[src/rec_consts.svh]
// Constants of the triggered sample recorder: offsets, fields, resets, timing
// Functional notes
// - Each stored entry is the 16-bit selected value present at its sampling instant.
// - One recording keeps at most 60 samples.
// - A recording is launched by an edge on the binary trigger input.
// - Trigger edge is selectable rising or falling; rising after reset.
// - Sampling interval is 0.1 s to 50 s in 0.1 s steps; default 0.1 s.
// - Window length equals sampling interval times 60 stored values.
// - The pre-trigger share of the window holds samples taken before the trigger.
// - Pre-trigger is 0 to 100 percent in 5 percent steps; default 0.
// - Every qualifying trigger edge outside the post-trigger phase starts a fresh curve replacing the old one.
// - Sampling and storing run on their own, independent of any bus traffic; the code stores nothing in ST_HOLD until a CTRL rearm write or a trigger.
`ifndef REC_CONSTS_SVH
`define REC_CONSTS_SVH

// Timing
`define REC_CLK_PERIOD_NS    10
`define REC_TICK_NS          100000000
`define REC_INTERVAL_MAX     9'd500
`define REC_INTERVAL_RST     9'h001

// Capture memory and pre-trigger
`define REC_DEPTH            6'd60
`define REC_LAST_SLOT        6'd59
`define REC_PRE_MAX_STEPS    5'd20
`define REC_PRE_RST          5'h00

// Register offsets (byte addresses)
`define REC_CTRL_OFS         12'h000
`define REC_INTERVAL_OFS     12'h004
`define REC_PRETRIG_OFS      12'h008
`define REC_STATUS_OFS       12'h00C
`define REC_SAMPLE_BASE      12'h100
`define REC_SAMPLE_LAST      12'h1EC

// Field positions
`define REC_CTRL_EDGE_BIT    0
`define REC_CTRL_REARM_BIT   1
`define REC_STAT_STATE_LSB   0
`define REC_STAT_FILL_LSB    8
`define REC_STAT_PRE_LSB     16
`define REC_STAT_VALID_BIT   24
`define REC_CTRL_EDGE_RST    1'b0

`endif

[src/rec_pkg.sv]
// Types shared by the triggered sample recorder
package rec_pkg;

    typedef logic [15:0] sample_t;
    typedef logic [5:0]  slot_t;

    typedef enum logic [2:0] {
        ST_PRE  = 3'b001,
        ST_POST = 3'b010,
        ST_HOLD = 3'b100
    } rec_state_t;

endpackage

[src/sample_store.sv]
// Sixty-entry capture memory with one write port and a registered read port
`include "rec_consts.svh"

module sample_store
    import rec_pkg::*;
(
    // Clock
    input  wire logic    pclk,
    // Write port
    input  wire logic    wr_en,
    input  wire slot_t   wr_slot,
    input  wire sample_t wr_data,
    // Read port
    input  wire slot_t   rd_slot,
    output sample_t      rd_data
);

    sample_t mem [0:59];

    // Write slot indices are always kept below the depth by the owner
    always_ff @(posedge pclk) begin
        if (wr_en && (wr_slot < `REC_DEPTH)) begin
            mem[wr_slot] <= wr_data;
        end
    end

    // No reset on the array; the read register has none either, unused slots read stale
    always_ff @(posedge pclk) begin
        if (rd_slot < `REC_DEPTH) begin
            rd_data <= mem[rd_slot];
        end else begin
            rd_data <= 16'h0000;
        end
    end

endmodule

[src/triggered_sample_recorder.sv]
// Triggered sample recorder: interval timer, trigger edge, ring capture and APB registers
//
// The implementer's own choices: the placing of the registers and the APB register port.
`include "rec_consts.svh"

module triggered_sample_recorder
    import rec_pkg::*;
#(
    parameter int unsigned TICK_CYCLES = `REC_TICK_NS / `REC_CLK_PERIOD_NS
)
(
    // Clock and reset
    input  wire logic        pclk,
    input  wire logic        presetn,
    // APB slave
    input  wire logic        psel,
    input  wire logic        penable,
    input  wire logic        pwrite,
    input  wire logic [11:0] paddr,
    input  wire logic [31:0] pwdata,
    output logic      [31:0] prdata,
    output logic             pready,
    output logic             pslverr,
    // Internal signal network
    input  wire sample_t     sample_value,
    input  wire logic        trigger_in,
    // Status
    output logic             rec_busy,
    output logic             curve_valid
);

    // Wrap-around addition inside the sixty slots
    function automatic slot_t slot_add(input slot_t a, input slot_t b);
        logic [6:0] s;
        s = {1'b0, a} + {1'b0, b};
        if (s >= {1'b0, `REC_DEPTH}) begin
            s = s - {1'b0, `REC_DEPTH};
        end
        return s[5:0];
    endfunction

    function automatic logic is_sample_addr(input logic [11:0] a);
        return (a >= `REC_SAMPLE_BASE) && (a <= `REC_SAMPLE_LAST) && (a[1:0] == 2'b00);
    endfunction

    function automatic logic is_reg_addr(input logic [11:0] a);
        return (a == `REC_CTRL_OFS) || (a == `REC_INTERVAL_OFS) ||
               (a == `REC_PRETRIG_OFS) || (a == `REC_STATUS_OFS);
    endfunction

    // Configuration
    logic        edge_fall_ff;
    logic [8:0]  interval_ff;
    logic [4:0]  pre_steps_ff;

    // Time base
    logic [31:0] tick_cnt_ff;
    logic [8:0]  ival_cnt_ff;
    logic        tick;
    logic        sample_stb;

    // Trigger
    logic        trig_prev_ff;
    logic        trig_evt;
    logic        trig_take;

    // Capture state
    rec_state_t  state_ff;
    slot_t       wr_ptr_ff;
    slot_t       fill_ff;
    slot_t       post_left_ff;
    slot_t       start_ff;
    slot_t       pre_used_ff;
    logic        curve_valid_ff;
    slot_t       pre_n;
    slot_t       avail;
    slot_t       pre_take;

    // Memory ports
    logic        mem_we;
    sample_t     mem_rdata;
    slot_t       rd_slot;
    slot_t       rd_index;

    // Bus
    logic        access;
    logic        wait_ff;
    logic        bus_hit;
    logic        wr_commit;
    logic        rearm;
    logic [31:0] prdata_ff;
    logic        pslverr_ff;
    logic [31:0] rd_mux;
    logic [8:0]  nxt_interval;
    logic [4:0]  nxt_pre_steps;

    // ---------------- Time base ----------------

    // Free-running 0.1 s tick; restarted by a trigger so post samples align to it
    assign tick = (tick_cnt_ff == 32'(TICK_CYCLES - 1));

    always_ff @(posedge pclk or negedge presetn) begin
        if (!presetn) begin
            tick_cnt_ff <= 32'h00000000;
        end else if (trig_take || tick) begin
            tick_cnt_ff <= 32'h00000000;
        end else begin
            tick_cnt_ff <= tick_cnt_ff + 32'h00000001;
        end
    end

    // Interval is counted in ticks, so the window spans interval times sixty
    assign sample_stb = tick && ((ival_cnt_ff + 9'h001) >= interval_ff);

    always_ff @(posedge pclk or negedge presetn) begin
        if (!presetn) begin
            ival_cnt_ff <= 9'h000;
        end else if (trig_take || sample_stb) begin
            ival_cnt_ff <= 9'h000;
        end else if (tick) begin
            ival_cnt_ff <= ival_cnt_ff + 9'h001;
        end
    end

    // ---------------- Trigger ----------------

    // Trigger comes from logic on this clock, so it is not resynchronised
    always_ff @(posedge pclk or negedge presetn) begin
        if (!presetn) begin
            trig_prev_ff <= 1'b0;
        end else begin
            trig_prev_ff <= trigger_in;
        end
    end

    assign trig_evt  = edge_fall_ff ? (trig_prev_ff && !trigger_in)
                                    : (!trig_prev_ff && trigger_in);
    // A trigger during the post phase belongs to the running recording and is ignored
    assign trig_take = trig_evt && (state_ff != ST_POST);

    // ---------------- Capture ----------------

    // 5 percent of sixty is three samples per step
    assign pre_n    = {1'b0, pre_steps_ff} + {pre_steps_ff, 1'b0};
    // Only samples actually gathered since arming can serve as pre-trigger history
    assign avail    = (state_ff == ST_PRE) ? fill_ff : 6'h00;
    assign pre_take = (avail < pre_n) ? avail : pre_n;

    always_comb begin
        mem_we = 1'b0;
        if (trig_take) begin
            mem_we = (pre_take != `REC_DEPTH);
        end else if (sample_stb && (state_ff != ST_HOLD)) begin
            mem_we = 1'b1;
        end
    end

    always_ff @(posedge pclk or negedge presetn) begin
        if (!presetn) begin
            state_ff     <= ST_PRE;
            post_left_ff <= 6'h00;
        end else if (trig_take) begin
            // Trigger sample is the first post sample unless the window is all history
            if ((pre_take == `REC_DEPTH) || (pre_take == `REC_LAST_SLOT)) begin
                state_ff     <= ST_HOLD;
                post_left_ff <= 6'h00;
            end else begin
                state_ff     <= ST_POST;
                post_left_ff <= `REC_LAST_SLOT - pre_take;
            end
        end else begin
            case (state_ff)
                ST_POST: begin
                    if (sample_stb) begin
                        post_left_ff <= post_left_ff - 6'h01;
                        if (post_left_ff == 6'h01) begin
                            state_ff <= ST_HOLD;
                        end
                    end
                end
                ST_HOLD: begin
                    if (rearm) begin
                        state_ff <= ST_PRE;
                    end
                end
                default: begin
                    state_ff <= state_ff;
                end
            endcase
        end
    end

    always_ff @(posedge pclk or negedge presetn) begin
        if (!presetn) begin
            wr_ptr_ff <= 6'h00;
        end else if (mem_we) begin
            wr_ptr_ff <= slot_add(wr_ptr_ff, 6'h01);
        end
    end

    // Ring fill level saturates at the depth while waiting for a trigger
    always_ff @(posedge pclk or negedge presetn) begin
        if (!presetn) begin
            fill_ff <= 6'h00;
        end else if (trig_take || (rearm && (state_ff == ST_HOLD))) begin
            fill_ff <= 6'h00;
        end else if (sample_stb && (state_ff == ST_PRE) && (fill_ff != `REC_DEPTH)) begin
            fill_ff <= fill_ff + 6'h01;
        end
    end

    // Oldest sample of the new curve sits pre_take slots behind the write pointer
    always_ff @(posedge pclk or negedge presetn) begin
        if (!presetn) begin
            start_ff    <= 6'h00;
            pre_used_ff <= 6'h00;
        end else if (trig_take) begin
            start_ff    <= slot_add(wr_ptr_ff, `REC_DEPTH - pre_take);
            pre_used_ff <= pre_take;
        end
    end

    always_ff @(posedge pclk or negedge presetn) begin
        if (!presetn) begin
            curve_valid_ff <= 1'b0;
        end else if (trig_take || (rearm && (state_ff == ST_HOLD))) begin
            curve_valid_ff <= 1'b0;
        end else if ((state_ff == ST_POST) && (sample_stb && (post_left_ff == 6'h01))) begin
            curve_valid_ff <= 1'b1;
        end else if ((state_ff == ST_PRE) && (pre_take == `REC_DEPTH)) begin
            curve_valid_ff <= curve_valid_ff;
        end
    end

    assign rec_busy    = (state_ff == ST_POST);
    assign curve_valid = curve_valid_ff || (state_ff == ST_HOLD);

    // ---------------- Memory ----------------

    // Software reads entries in time order; the ring start is hidden from it
    assign rd_index = slot_t'((paddr - `REC_SAMPLE_BASE) >> 2);
    assign rd_slot  = slot_add(start_ff, rd_index);

    sample_store u_store (
        .pclk    (pclk),
        .wr_en   (mem_we),
        .wr_slot (wr_ptr_ff),
        .wr_data (sample_value),
        .rd_slot (rd_slot),
        .rd_data (mem_rdata)
    );

    // ---------------- APB slave ----------------

    // One wait state lets the registered memory read settle before data is latched
    assign access    = psel && penable;
    assign bus_hit   = is_reg_addr(paddr) || is_sample_addr(paddr);
    assign pready    = access && wait_ff;
    assign wr_commit = pready && pwrite && bus_hit;
    assign rearm     = wr_commit && (paddr == `REC_CTRL_OFS) && pwdata[`REC_CTRL_REARM_BIT];

    always_ff @(posedge pclk or negedge presetn) begin
        if (!presetn) begin
            wait_ff <= 1'b0;
        end else begin
            wait_ff <= access && !wait_ff;
        end
    end

    always_comb begin
        rd_mux = 32'h00000000;
        if (paddr == `REC_CTRL_OFS) begin
            rd_mux[`REC_CTRL_EDGE_BIT] = edge_fall_ff;
        end else if (paddr == `REC_INTERVAL_OFS) begin
            rd_mux[8:0] = interval_ff;
        end else if (paddr == `REC_PRETRIG_OFS) begin
            rd_mux[4:0] = pre_steps_ff;
        end else if (paddr == `REC_STATUS_OFS) begin
            rd_mux[`REC_STAT_STATE_LSB +: 3] = state_ff;
            rd_mux[`REC_STAT_FILL_LSB +: 6]  = fill_ff;
            rd_mux[`REC_STAT_PRE_LSB +: 6]   = pre_used_ff;
            rd_mux[`REC_STAT_VALID_BIT]      = curve_valid;
        end else if (is_sample_addr(paddr)) begin
            rd_mux[15:0] = mem_rdata;
        end
    end

    always_ff @(posedge pclk or negedge presetn) begin
        if (!presetn) begin
            prdata_ff  <= 32'h00000000;
            pslverr_ff <= 1'b0;
        end else if (access && !wait_ff) begin
            prdata_ff  <= pwrite ? 32'h00000000 : rd_mux;
            pslverr_ff <= !bus_hit;
        end
    end

    assign prdata  = prdata_ff;
    assign pslverr = pready && pslverr_ff;

    // Out-of-range settings are clamped rather than refused
    always_comb begin
        nxt_interval = pwdata[8:0];
        if (nxt_interval == 9'h000) begin
            nxt_interval = 9'h001;
        end else if (nxt_interval > `REC_INTERVAL_MAX) begin
            nxt_interval = `REC_INTERVAL_MAX;
        end
        nxt_pre_steps = pwdata[4:0];
        if (nxt_pre_steps > `REC_PRE_MAX_STEPS) begin
            nxt_pre_steps = `REC_PRE_MAX_STEPS;
        end
    end

    always_ff @(posedge pclk or negedge presetn) begin
        if (!presetn) begin
            edge_fall_ff <= `REC_CTRL_EDGE_RST;
            interval_ff  <= `REC_INTERVAL_RST;
            pre_steps_ff <= `REC_PRE_RST;
        end else if (wr_commit) begin
            if (paddr == `REC_CTRL_OFS) begin
                edge_fall_ff <= pwdata[`REC_CTRL_EDGE_BIT];
            end else if (paddr == `REC_INTERVAL_OFS) begin
                interval_ff <= nxt_interval;
            end else if (paddr == `REC_PRETRIG_OFS) begin
                pre_steps_ff <= nxt_pre_steps;
            end
        end
    end

endmodule

[config.mk]
export PLATFORM = sky130hd
export DESIGN_NAME = triggered_sample_recorder
export DESIGN_NICKNAME = d
export VERILOG_FILES = /design/src/rec_pkg.sv /design/src/sample_store.sv /design/src/triggered_sample_recorder.sv
export VERILOG_INCLUDE_DIRS = /design/src /design/src/src
export SDC_FILE = /design/constraint.sdc
export NUM_CORES = 1
export LEC_CHECK = 0
export ABC_AREA = 0
export BUFFER_PORTS_ARGS = -buffer_cell sky130_fd_sc_hd__buf_2
export CAP_MARGIN = 10
export CORE_MARGIN = 1
export CORE_UTILIZATION = 51
export DETAILED_ROUTE_END_ITERATION = 6
export PLACE_DENSITY = 0.67
export SKIP_CTS_REPAIR_TIMING = 1
export SYNTH_ARGS = -nofsm -noshare
export SYNTH_HDL_FRONTEND = slang
export SYNTH_SLANG_ARGS = --single-unit
[constraint.sdc]
create_clock -name pclk -period 12.7 [get_ports pclk]
set_input_delay 2.54 -clock pclk [delete_from_list [all_inputs] [get_ports pclk]]
set_output_delay 2.54 -clock pclk [all_outputs]
set_load 0.005 [all_outputs]
==> flow_summary.ini, run 1 <==
[clock_network]
deepest_level_of_the_cts_h_tree = 3
cts_tree = yes
cts_num_sinks = 1092
worstSkewPairLatency_ns = 0.67
clock_tree.root_cell = sky130_fd_sc_hd__clkbuf_16
number_of_clock_buffers_inserted_by_tritoncts = 109
clockBufferDepth = 3
cts.clk_slew.worst_paths_ns = 0.06

[global_route]
grt_pass1_wl_um = 157000
grt_use_met3 = 0.0386
grt_usage = 0.236
gr-total-overflow = 0
grt_start_max_net_pins = 94
globalRouteMet2Util = 0.365
grt_antenna_before_repair = 0
via_count_of_the_first_global_routing_pass = 24588
grt.busiest_layer = met2
global_route.usage.met1 = 0.342

[pwr]
p_leak_nw = 17.2
share_seq_of_total_power = 0.337
internal-power_w = 0.00765
max-vdd-ir-drop_mv = 0.206
power.share.combinational = 0.409
netSwitchingPower_w = 0.00470
power_switching_share = 0.381
power.density_cell_area_mw_per_mm2 = 244
clock_power_share = 0.254

[setup_path]
worstRegToRegCells = 15
critical_path_class = input pin to flop
required_time_of_the_worst_setup_path_ns = 13.15
worst-r2r-setup-slack_ns = 5.77
crit_path_max_fanout = 35
worst_r2r_endpoint = u_store.rd_data[11]$_SDFF_PP0_
setup.worst_path.end_class = flop
setup.worst_path.start_class = input pin
reg2reg_from = start_ff[2]$_DFFE_PN0P_
arrival_time_reported_for_the_critical_path_endpoint_ns = 9.01

[finish]
num-nets-final = 2863
multi_input_comb_area_mm2 = 0.0125
final_std_cells_w_o_fill = 3997
nFillCells = 6539
regArea_mm2 = 0.0321
flow.area_growth_from_synthesis_pct = 12.0
post_route_cells_drive_above_1_share = 0.213
antenna-diode-count = 0

[min_path]
min_delay_worst_endpoint = tick_cnt_ff[0]$_DFF_PN0_
hold-path-cell-count = 1
worst_hold_startpoint = tick_cnt_ff[0]$_DFF_PN0_
holdCritPathClass = flop to flop

[yosys]
synth_flop_cell = sky130_fd_sc_hd__edfxtp_1
synth_enable_flop_cells = 960
ffs_w_async_s_r_synth = 0.106
synth.ff_latch_count = 1092
yosys_warnings = 0
synth-seq-area-share = 0.709
post_synth.cell_area_avg_um2 = 17.1
netlist_area_before_placement_mm2 = 0.0452
synth.lib_cells_used.distinct = 88
synth_cells = 2635

[sta]
report.final.setup_viol = 0
timing_max_transition_violations_final = 0
setup-tns-final_ns = 0
slew-limit-headroom = 0.165
clock.fmax_mhz = 117
period_minus_slack_ns = 8.56
clock-skew-final_ns = 0.0246
grt_setup_unrepaired = no
worst-slew-pin-transition_ns = 1.24
min_period_over_period = 0.674
hold_viol = 0

[placed_design]
hpwlAfterDp_um = 62800
io_buffer_count = 69
placedCellCount = 3791
routabilityCongestion = 0.953

[detailed_routing]
via_count = 24622
drcViolationCount = 0
wirelength_um = 105000
drt-pass1-iter-count = 6
route.detailed.vias_per_inst = 6.16
drt-initial-drc-count = 2386
drt.antenna.violating_nets = 0
wl_per_cell_um = 26.2

[job]
drv_cap = 0

[die]
num_rows = 108
design.core.area_mm2 = 0.0873
floorplan.initialDensity = 0.518
die_h_um = 300
die_outline_area_mm2 = 0.0898
die-width_um = 300
ioPinCount = 102

[status]
run_status = finished clean
-- through the flow --
| step | power (W) | cell area, um^2 | util | hold WS [ns] | worst slack, ns |
|---|---|---|---|---|---|
| after detailed placement | 0.00922 | 47100 | 0.539 | 0.444 | 3.81 |
| final | 0.0124 | 50600 | 0.580 | 0.450 | 4.14 |
| after global routing | 0.0129 | 50600 | 0.580 | 0.461 | 4.08 |
| after floorplan | 0.00745 | 45200 | - | 0.424 | 6.70 |
| after global placement | 0.00915 | 47100 | 0.539 | 0.439 | 3.91 |
| after CTS | 0.0124 | 50600 | 0.579 | 0.452 | 4.49 |
-- power groups by stage --
stage	clock network (W)	registers, W	logic, W
floorplan	0	0.00415	0.00330
detailed placement	0	0.00423	0.00500
CTS	0.00318	0.00415	0.00501
global placement	0	0.00422	0.00493
global route	0.00332	0.00417	0.00538
finish	0.00314	0.00416	0.00506
-- registers in the layout, indices dropped and copies added (netlist names) --
register	flops
post_left_ff	6
ival_cnt_ff	9
u_store.mem	960
prdata	23
wr_ptr_ff	6
u_store.rd_data	16
start_ff	6
pre_steps_ff	5
pre_used_ff	6
state_ff	3
interval_ff	9
tick_cnt_ff	32
trig_prev_ff	1
edge_fall_ff	1
wait_ff	1
curve_valid_ff	1
pslverr_ff	1
fill_ff	6
-- Yosys cell counts, types with 24 or more instances --
library cell | n | share of area
sky130_fd_sc_hd__clkbuf_1 | 92 | 0.0076
sky130_fd_sc_hd__dfrtp_1 | 114 | 0.063
sky130_fd_sc_hd__mux2i_1 | 48 | 0.011
sky130_fd_sc_hd__a21oi_1 | 101 | 0.011
sky130_fd_sc_hd__inv_1 | 33 | 0.0027
sky130_fd_sc_hd__ha_1 | 45 | 0.012
sky130_fd_sc_hd__nand2_1 | 242 | 0.020
sky130_fd_sc_hd__xnor2_1 | 27 | 0.0052
sky130_fd_sc_hd__nor3_1 | 27 | 0.0030
sky130_fd_sc_hd__nor2_1 | 154 | 0.013
sky130_fd_sc_hd__nand3_1 | 30 | 0.0033
sky130_fd_sc_hd__o21ai_0 | 71 | 0.0079
sky130_fd_sc_hd__mux4_2 | 241 | 0.12
sky130_fd_sc_hd__edfxtp_1 | 960 | 0.64
sky130_fd_sc_hd__xor2_1 | 40 | 0.0078
sky130_fd_sc_hd__a211oi_1 | 24 | 0.0040
-- cells in the final DEF, fill, tap and decap left out, drive strengths merged, types with 12 or more instances in the layout --
cell type  synthesis  routed
nor3              28      28
a21oi            102     102
buf               55     142
xor2              40      40
ha                45      45
nand2            242     242
o22ai             21      21
o221ai            16      16
nand4             13      13
and2              12      12
inv               33      37
dfxtp             16      16
clkinv             0      50
nor2             161     161
a22o              13      13
mux4             241     241
xnor2             27      27
or3               13      13
a211oi            26      26
nand2b            14      14
dfrtp            114     114
and3              18      18
clkbuf            92     136
mux2i             48      48
nand3             30      30
mux2              15      15
o21ai             77      77
edfxtp           960     960
-- worst max-delay path, stage by stage --
cell and delay [ns]:
sky130_fd_sc_hd__buf_2 0.13, sky130_fd_sc_hd__ha_1 0.42, sky130_fd_sc_hd__nor2_1 0.09, sky130_fd_sc_hd__o21bai_1 0.32, sky130_fd_sc_hd__a21boi_0 0.36, sky130_fd_sc_hd__ha_1 0.70
sky130_fd_sc_hd__inv_1 0.44, sky130_fd_sc_hd__nor3_1 0.40, sky130_fd_sc_hd__a21oi_1 0.12, sky130_fd_sc_hd__o21ai_1 0.15, sky130_fd_sc_hd__buf_4 0.27, sky130_fd_sc_hd__o211a_2 0.96
sky130_fd_sc_hd__buf_4 0.54, sky130_fd_sc_hd__a211oi_1 0.21, sky130_fd_sc_hd__o21ai_0 1.01, sky130_fd_sc_hd__o221ai_1 0.30
-- cell type report --
class                      instances  area share
multi-input combinational       1371       0.248
tap                             1155      0.0286
clock inverter                    68      0.0117
inverter                          33     0.00245
clock buffer                     136      0.0571
timing repair buffer             142      0.0185
sequential                      1092       0.634
-- kinds of logic (layout without fill, tap and decap cells) --
| kind of cell | Yosys count | count (layout) | synth area share |
|---|---|---|---|
| mux | 304 | 304 | 0.135 |
| compound gates | 356 | 356 | 0.0524 |
| simple gates | 586 | 586 | 0.0594 |
| other cells | 1 | 9 | 0.0000830 |
| buf+inv | 180 | 379 | 0.0171 |
| xor+xnor | 67 | 67 | 0.0130 |
| fa+ha+maj | 49 | 49 | 0.0140 |
| flops | 1092 | 1092 | 0.709 |
-- worst max-delay path by stage --
stage	endpoint	slack, ns	cells past startpoint	from
floorplan	u_store.rd_data[13]$_SDFF_PP0_	6.70	17	paddr[4]
global placement	u_store.rd_data[11]$_SDFF_PP0_	3.91	16	paddr[4]
detailed placement	u_store.rd_data[11]$_SDFF_PP0_	3.81	16	paddr[4]
CTS	u_store.rd_data[11]$_SDFF_PP0_	4.49	16	paddr[4]
global route	u_store.rd_data[11]$_SDFF_PP0_	4.08	16	paddr[4]
finish	u_store.rd_data[11]$_SDFF_PP0_	4.14	16	paddr[4]
-- per-layer routing --
| metal | share of wire | up-vias |
|---|---|---|
| li1 | - | 10654 |
| met1 | 0.42 | 12756 |
| met2 | 0.47 | 1032 |
| met3 | 0.074 | 180 |
| met4 | 0.035 | 0 |
| met5 | 0 | - |
Power figures use the tool's default switching activity.
==> inputs of run 2 (changes only) <==
==> constraint.sdc (replaced) <==
create_clock -name pclk -period 9 [get_ports pclk]
set_input_delay 1.8 -clock pclk [delete_from_list [all_inputs] [get_ports pclk]]
set_output_delay 1.8 -clock pclk [all_outputs]
set_load 0.005 [all_outputs]
==> flow_summary.ini, run 2 (same netlist as run 1, synthesis figures left out) <==
[status]
run_status = finished clean

[sta]
final_critical_path_setup_slack_ns = 2.01
clock.fmax_mhz = 143
setup-tns-final_ns = 0
worst-slew-pin-transition_ns = 1.30
slew-limit-headroom = 0.131
min_period_over_period = 0.777
period_minus_slack_ns = 6.99
clock-skew-final_ns = 0.0544
report.final.setup_viol = 0
timing_max_transition_violations_final = 0
grt_setup_unrepaired = no
hold_viol = 0

[global_route]
grt_pass1_wl_um = 158000
via_count_of_the_first_global_routing_pass = 24472
grt_antenna_before_repair = 3
gr-total-overflow = 0
grt_start_max_net_pins = 85
grt_usage = 0.239

[setup_path]
crit_path_max_fanout = 30
setup.worst_path.end_class = flop
required_time_of_the_worst_setup_path_ns = 9.52
cp_num_buf_inv = 3
worstRegToRegCells = 15
timing.critical_path.cells = buf_2 > ha_1 > nor2_1 > o21bai_1 > a21boi_0 > ha_1 > inv_1 > nor3_1 > o21ai_0 > a211oi_4 > buf_12 > mux2i_1 > o22ai_1 > o21ai_0 > o221ai_1
setup.worst_path.start_class = input pin
worst_path_max_delay_cell = sky130_fd_sc_hd__o21ai_0
critical_path_cell_count = 15
crit_path_largest_cell_delay_ns = 0.77
path_delay_family = compound AO/OA/AOI/OAI gates
critical_path_class = input pin to flop
arrival_time_reported_for_the_critical_path_endpoint_ns = 7.52

[clock_network]
cts_tree = yes
cts_num_sinks = 1092
deepest_level_of_the_cts_h_tree = 3
cts.clk_slew.worst_paths_ns = 0.06
worstSkewPairLatency_ns = 0.71
clockBufferDepth = 3
clock_tree.root_cell = sky130_fd_sc_hd__clkbuf_16
number_of_clock_buffers_inserted_by_tritoncts = 109

[detailed_routing]
wl_per_cell_um = 26.5
route.detailed.vias_per_inst = 6.16
drt-initial-drc-count = 2691
drt-pass1-iter-count = 5
drcViolationCount = 0
wirelength_um = 106000
via_count = 24723
drt.antenna.violating_nets = 0

[die]
die_h_um = 300
num_rows = 108
floorplan.initialDensity = 0.518
die-width_um = 300
design.core.area_mm2 = 0.0873
ioPinCount = 102
die_outline_area_mm2 = 0.0898

[job]
drv_cap = 0

[finish]
regMostFlops = u_store.mem
nFillCells = 6499
num-nets-final = 2877
layout.cells.most_common = sky130_fd_sc_hd__edfxtp_1
flow.area_growth_from_synthesis_pct = 12.6
largest_register_ffs = 960
post_route_cells_drive_above_1_share = 0.217
utilization_after_layout = 0.583
most_used_cells_in_the_layout_excluding_fill_and_tap_cells = 960 x sky130_fd_sc_hd__edfxtp_1, 242 x sky130_fd_sc_hd__nand2_1, 241 x sky130_fd_sc_hd__mux4_2, 151 x sky130_fd_sc_hd__nor2_1, 116 x sky130_fd_sc_hd__clkbuf_16

[pwr]
report.power.total_w = 0.0175
max-vdd-ir-drop_mv = 0.296
power.density_cell_area_mw_per_mm2 = 344
p_leak_nw = 17.3

[min_path]
holdCritPathClass = flop to flop
hold-path-cell-count = 1

[placed_design]
io_buffer_count = 69
hpwlAfterDp_um = 63900
routabilityCongestion = 0.891
place_worst_setup_slack_ns = 1.57
==> run 2: cell count changes in the layout (fill, tap and decap cells not counted), moves of 4 or more <==
cell	delta
sky130_fd_sc_hd__buf_12	+5
sky130_fd_sc_hd__nor3_2	+4
sky130_fd_sc_hd__clkinv_1	-11
sky130_fd_sc_hd__clkbuf_16	+6
sky130_fd_sc_hd__clkbuf_1	+11
sky130_fd_sc_hd__buf_4	+9
sky130_fd_sc_hd__nor3_4	-4
==> run 2: where the power goes <==
group	leakage [nW]	internal, W	switching, W
clock	1.76	0.00263	0.00190
sequential	10.3	0.00569	0.000186
combinational	5.26	0.00259	0.00450
==> run 2: final timing paths <==
check                                               start                             to  slack [ns]
setup / recovery                                 paddr[4]  u_store.rd_data[0]$_SDFF_PP0_        2.01
hold / removal             u_store.rd_data[14]$_SDFF_PP0_         prdata[14]$_DFFE_PN0P_        0.45
setup reg to reg              pre_steps_ff[1]$_DFFE_PN0P_   u_store.mem[25][8]$_DFFE_PP_        2.25
hold reg to reg            u_store.rd_data[14]$_SDFF_PP0_         prdata[14]$_DFFE_PN0P_        0.45
max in group asynchronous                         presetn     ival_cnt_ff[0]$_DFFE_PN0P_        6.50
min in group asynchronous                         presetn          prdata[4]$_DFFE_PN0P_        1.12
==> run 2: final cells by class <==
class,count,area (um^2),share of cell area
Sequential cell,1092,32100,0.630
Multi-Input combinational cell,1371,12500,0.246
Clock buffer,153,3080,0.0606
Tap cell,1155,1450,0.0284
Timing Repair Buffer,156,1100,0.0216
Clock inverter,51,537,0.0106
Inverter,33,124,0.00243
Antenna cell,1,2.50,0.0000492
==> run 2: per-stage QoR <==
stage | cells | instance area, um^2 | hold WS, ns
final | 4012 | 50900 | 0.448
after global routing | 4011 | 50900 | 0.466
after CTS | 4006 | 50800 | 0.455
after detailed placement | 3802 | 47200 | 0.444
after global placement | 3802 | 47200 | 0.438
after floorplan | 2643 | 45200 | 0.424
==> run 2: worst register-to-register path, cell delays in order (launching register included) <==
cell	delay, ns
sky130_fd_sc_hd__dfrtp_1	0.47
sky130_fd_sc_hd__ha_1	0.27
sky130_fd_sc_hd__fa_1	0.41
sky130_fd_sc_hd__a21o_1	0.20
sky130_fd_sc_hd__a21oi_1	0.21
sky130_fd_sc_hd__xor2_1	0.27
sky130_fd_sc_hd__ha_1	0.33
sky130_fd_sc_hd__nor3b_1	0.19
sky130_fd_sc_hd__a311oi_4	0.54
sky130_fd_sc_hd__mux2i_1	0.89
sky130_fd_sc_hd__inv_1	0.16
sky130_fd_sc_hd__ha_1	0.32
sky130_fd_sc_hd__nand3_1	0.14
sky130_fd_sc_hd__o311ai_4	0.24
sky130_fd_sc_hd__or4b_1	0.86
sky130_fd_sc_hd__nor2_2	0.91
==> run 2: layer usage <==
layer	GRT usage	part of all wire
met1	0.347	0.42
met2	0.372	0.47
met3	0.0402	0.076
met4	0.0762	0.031
met5	0	0.00012
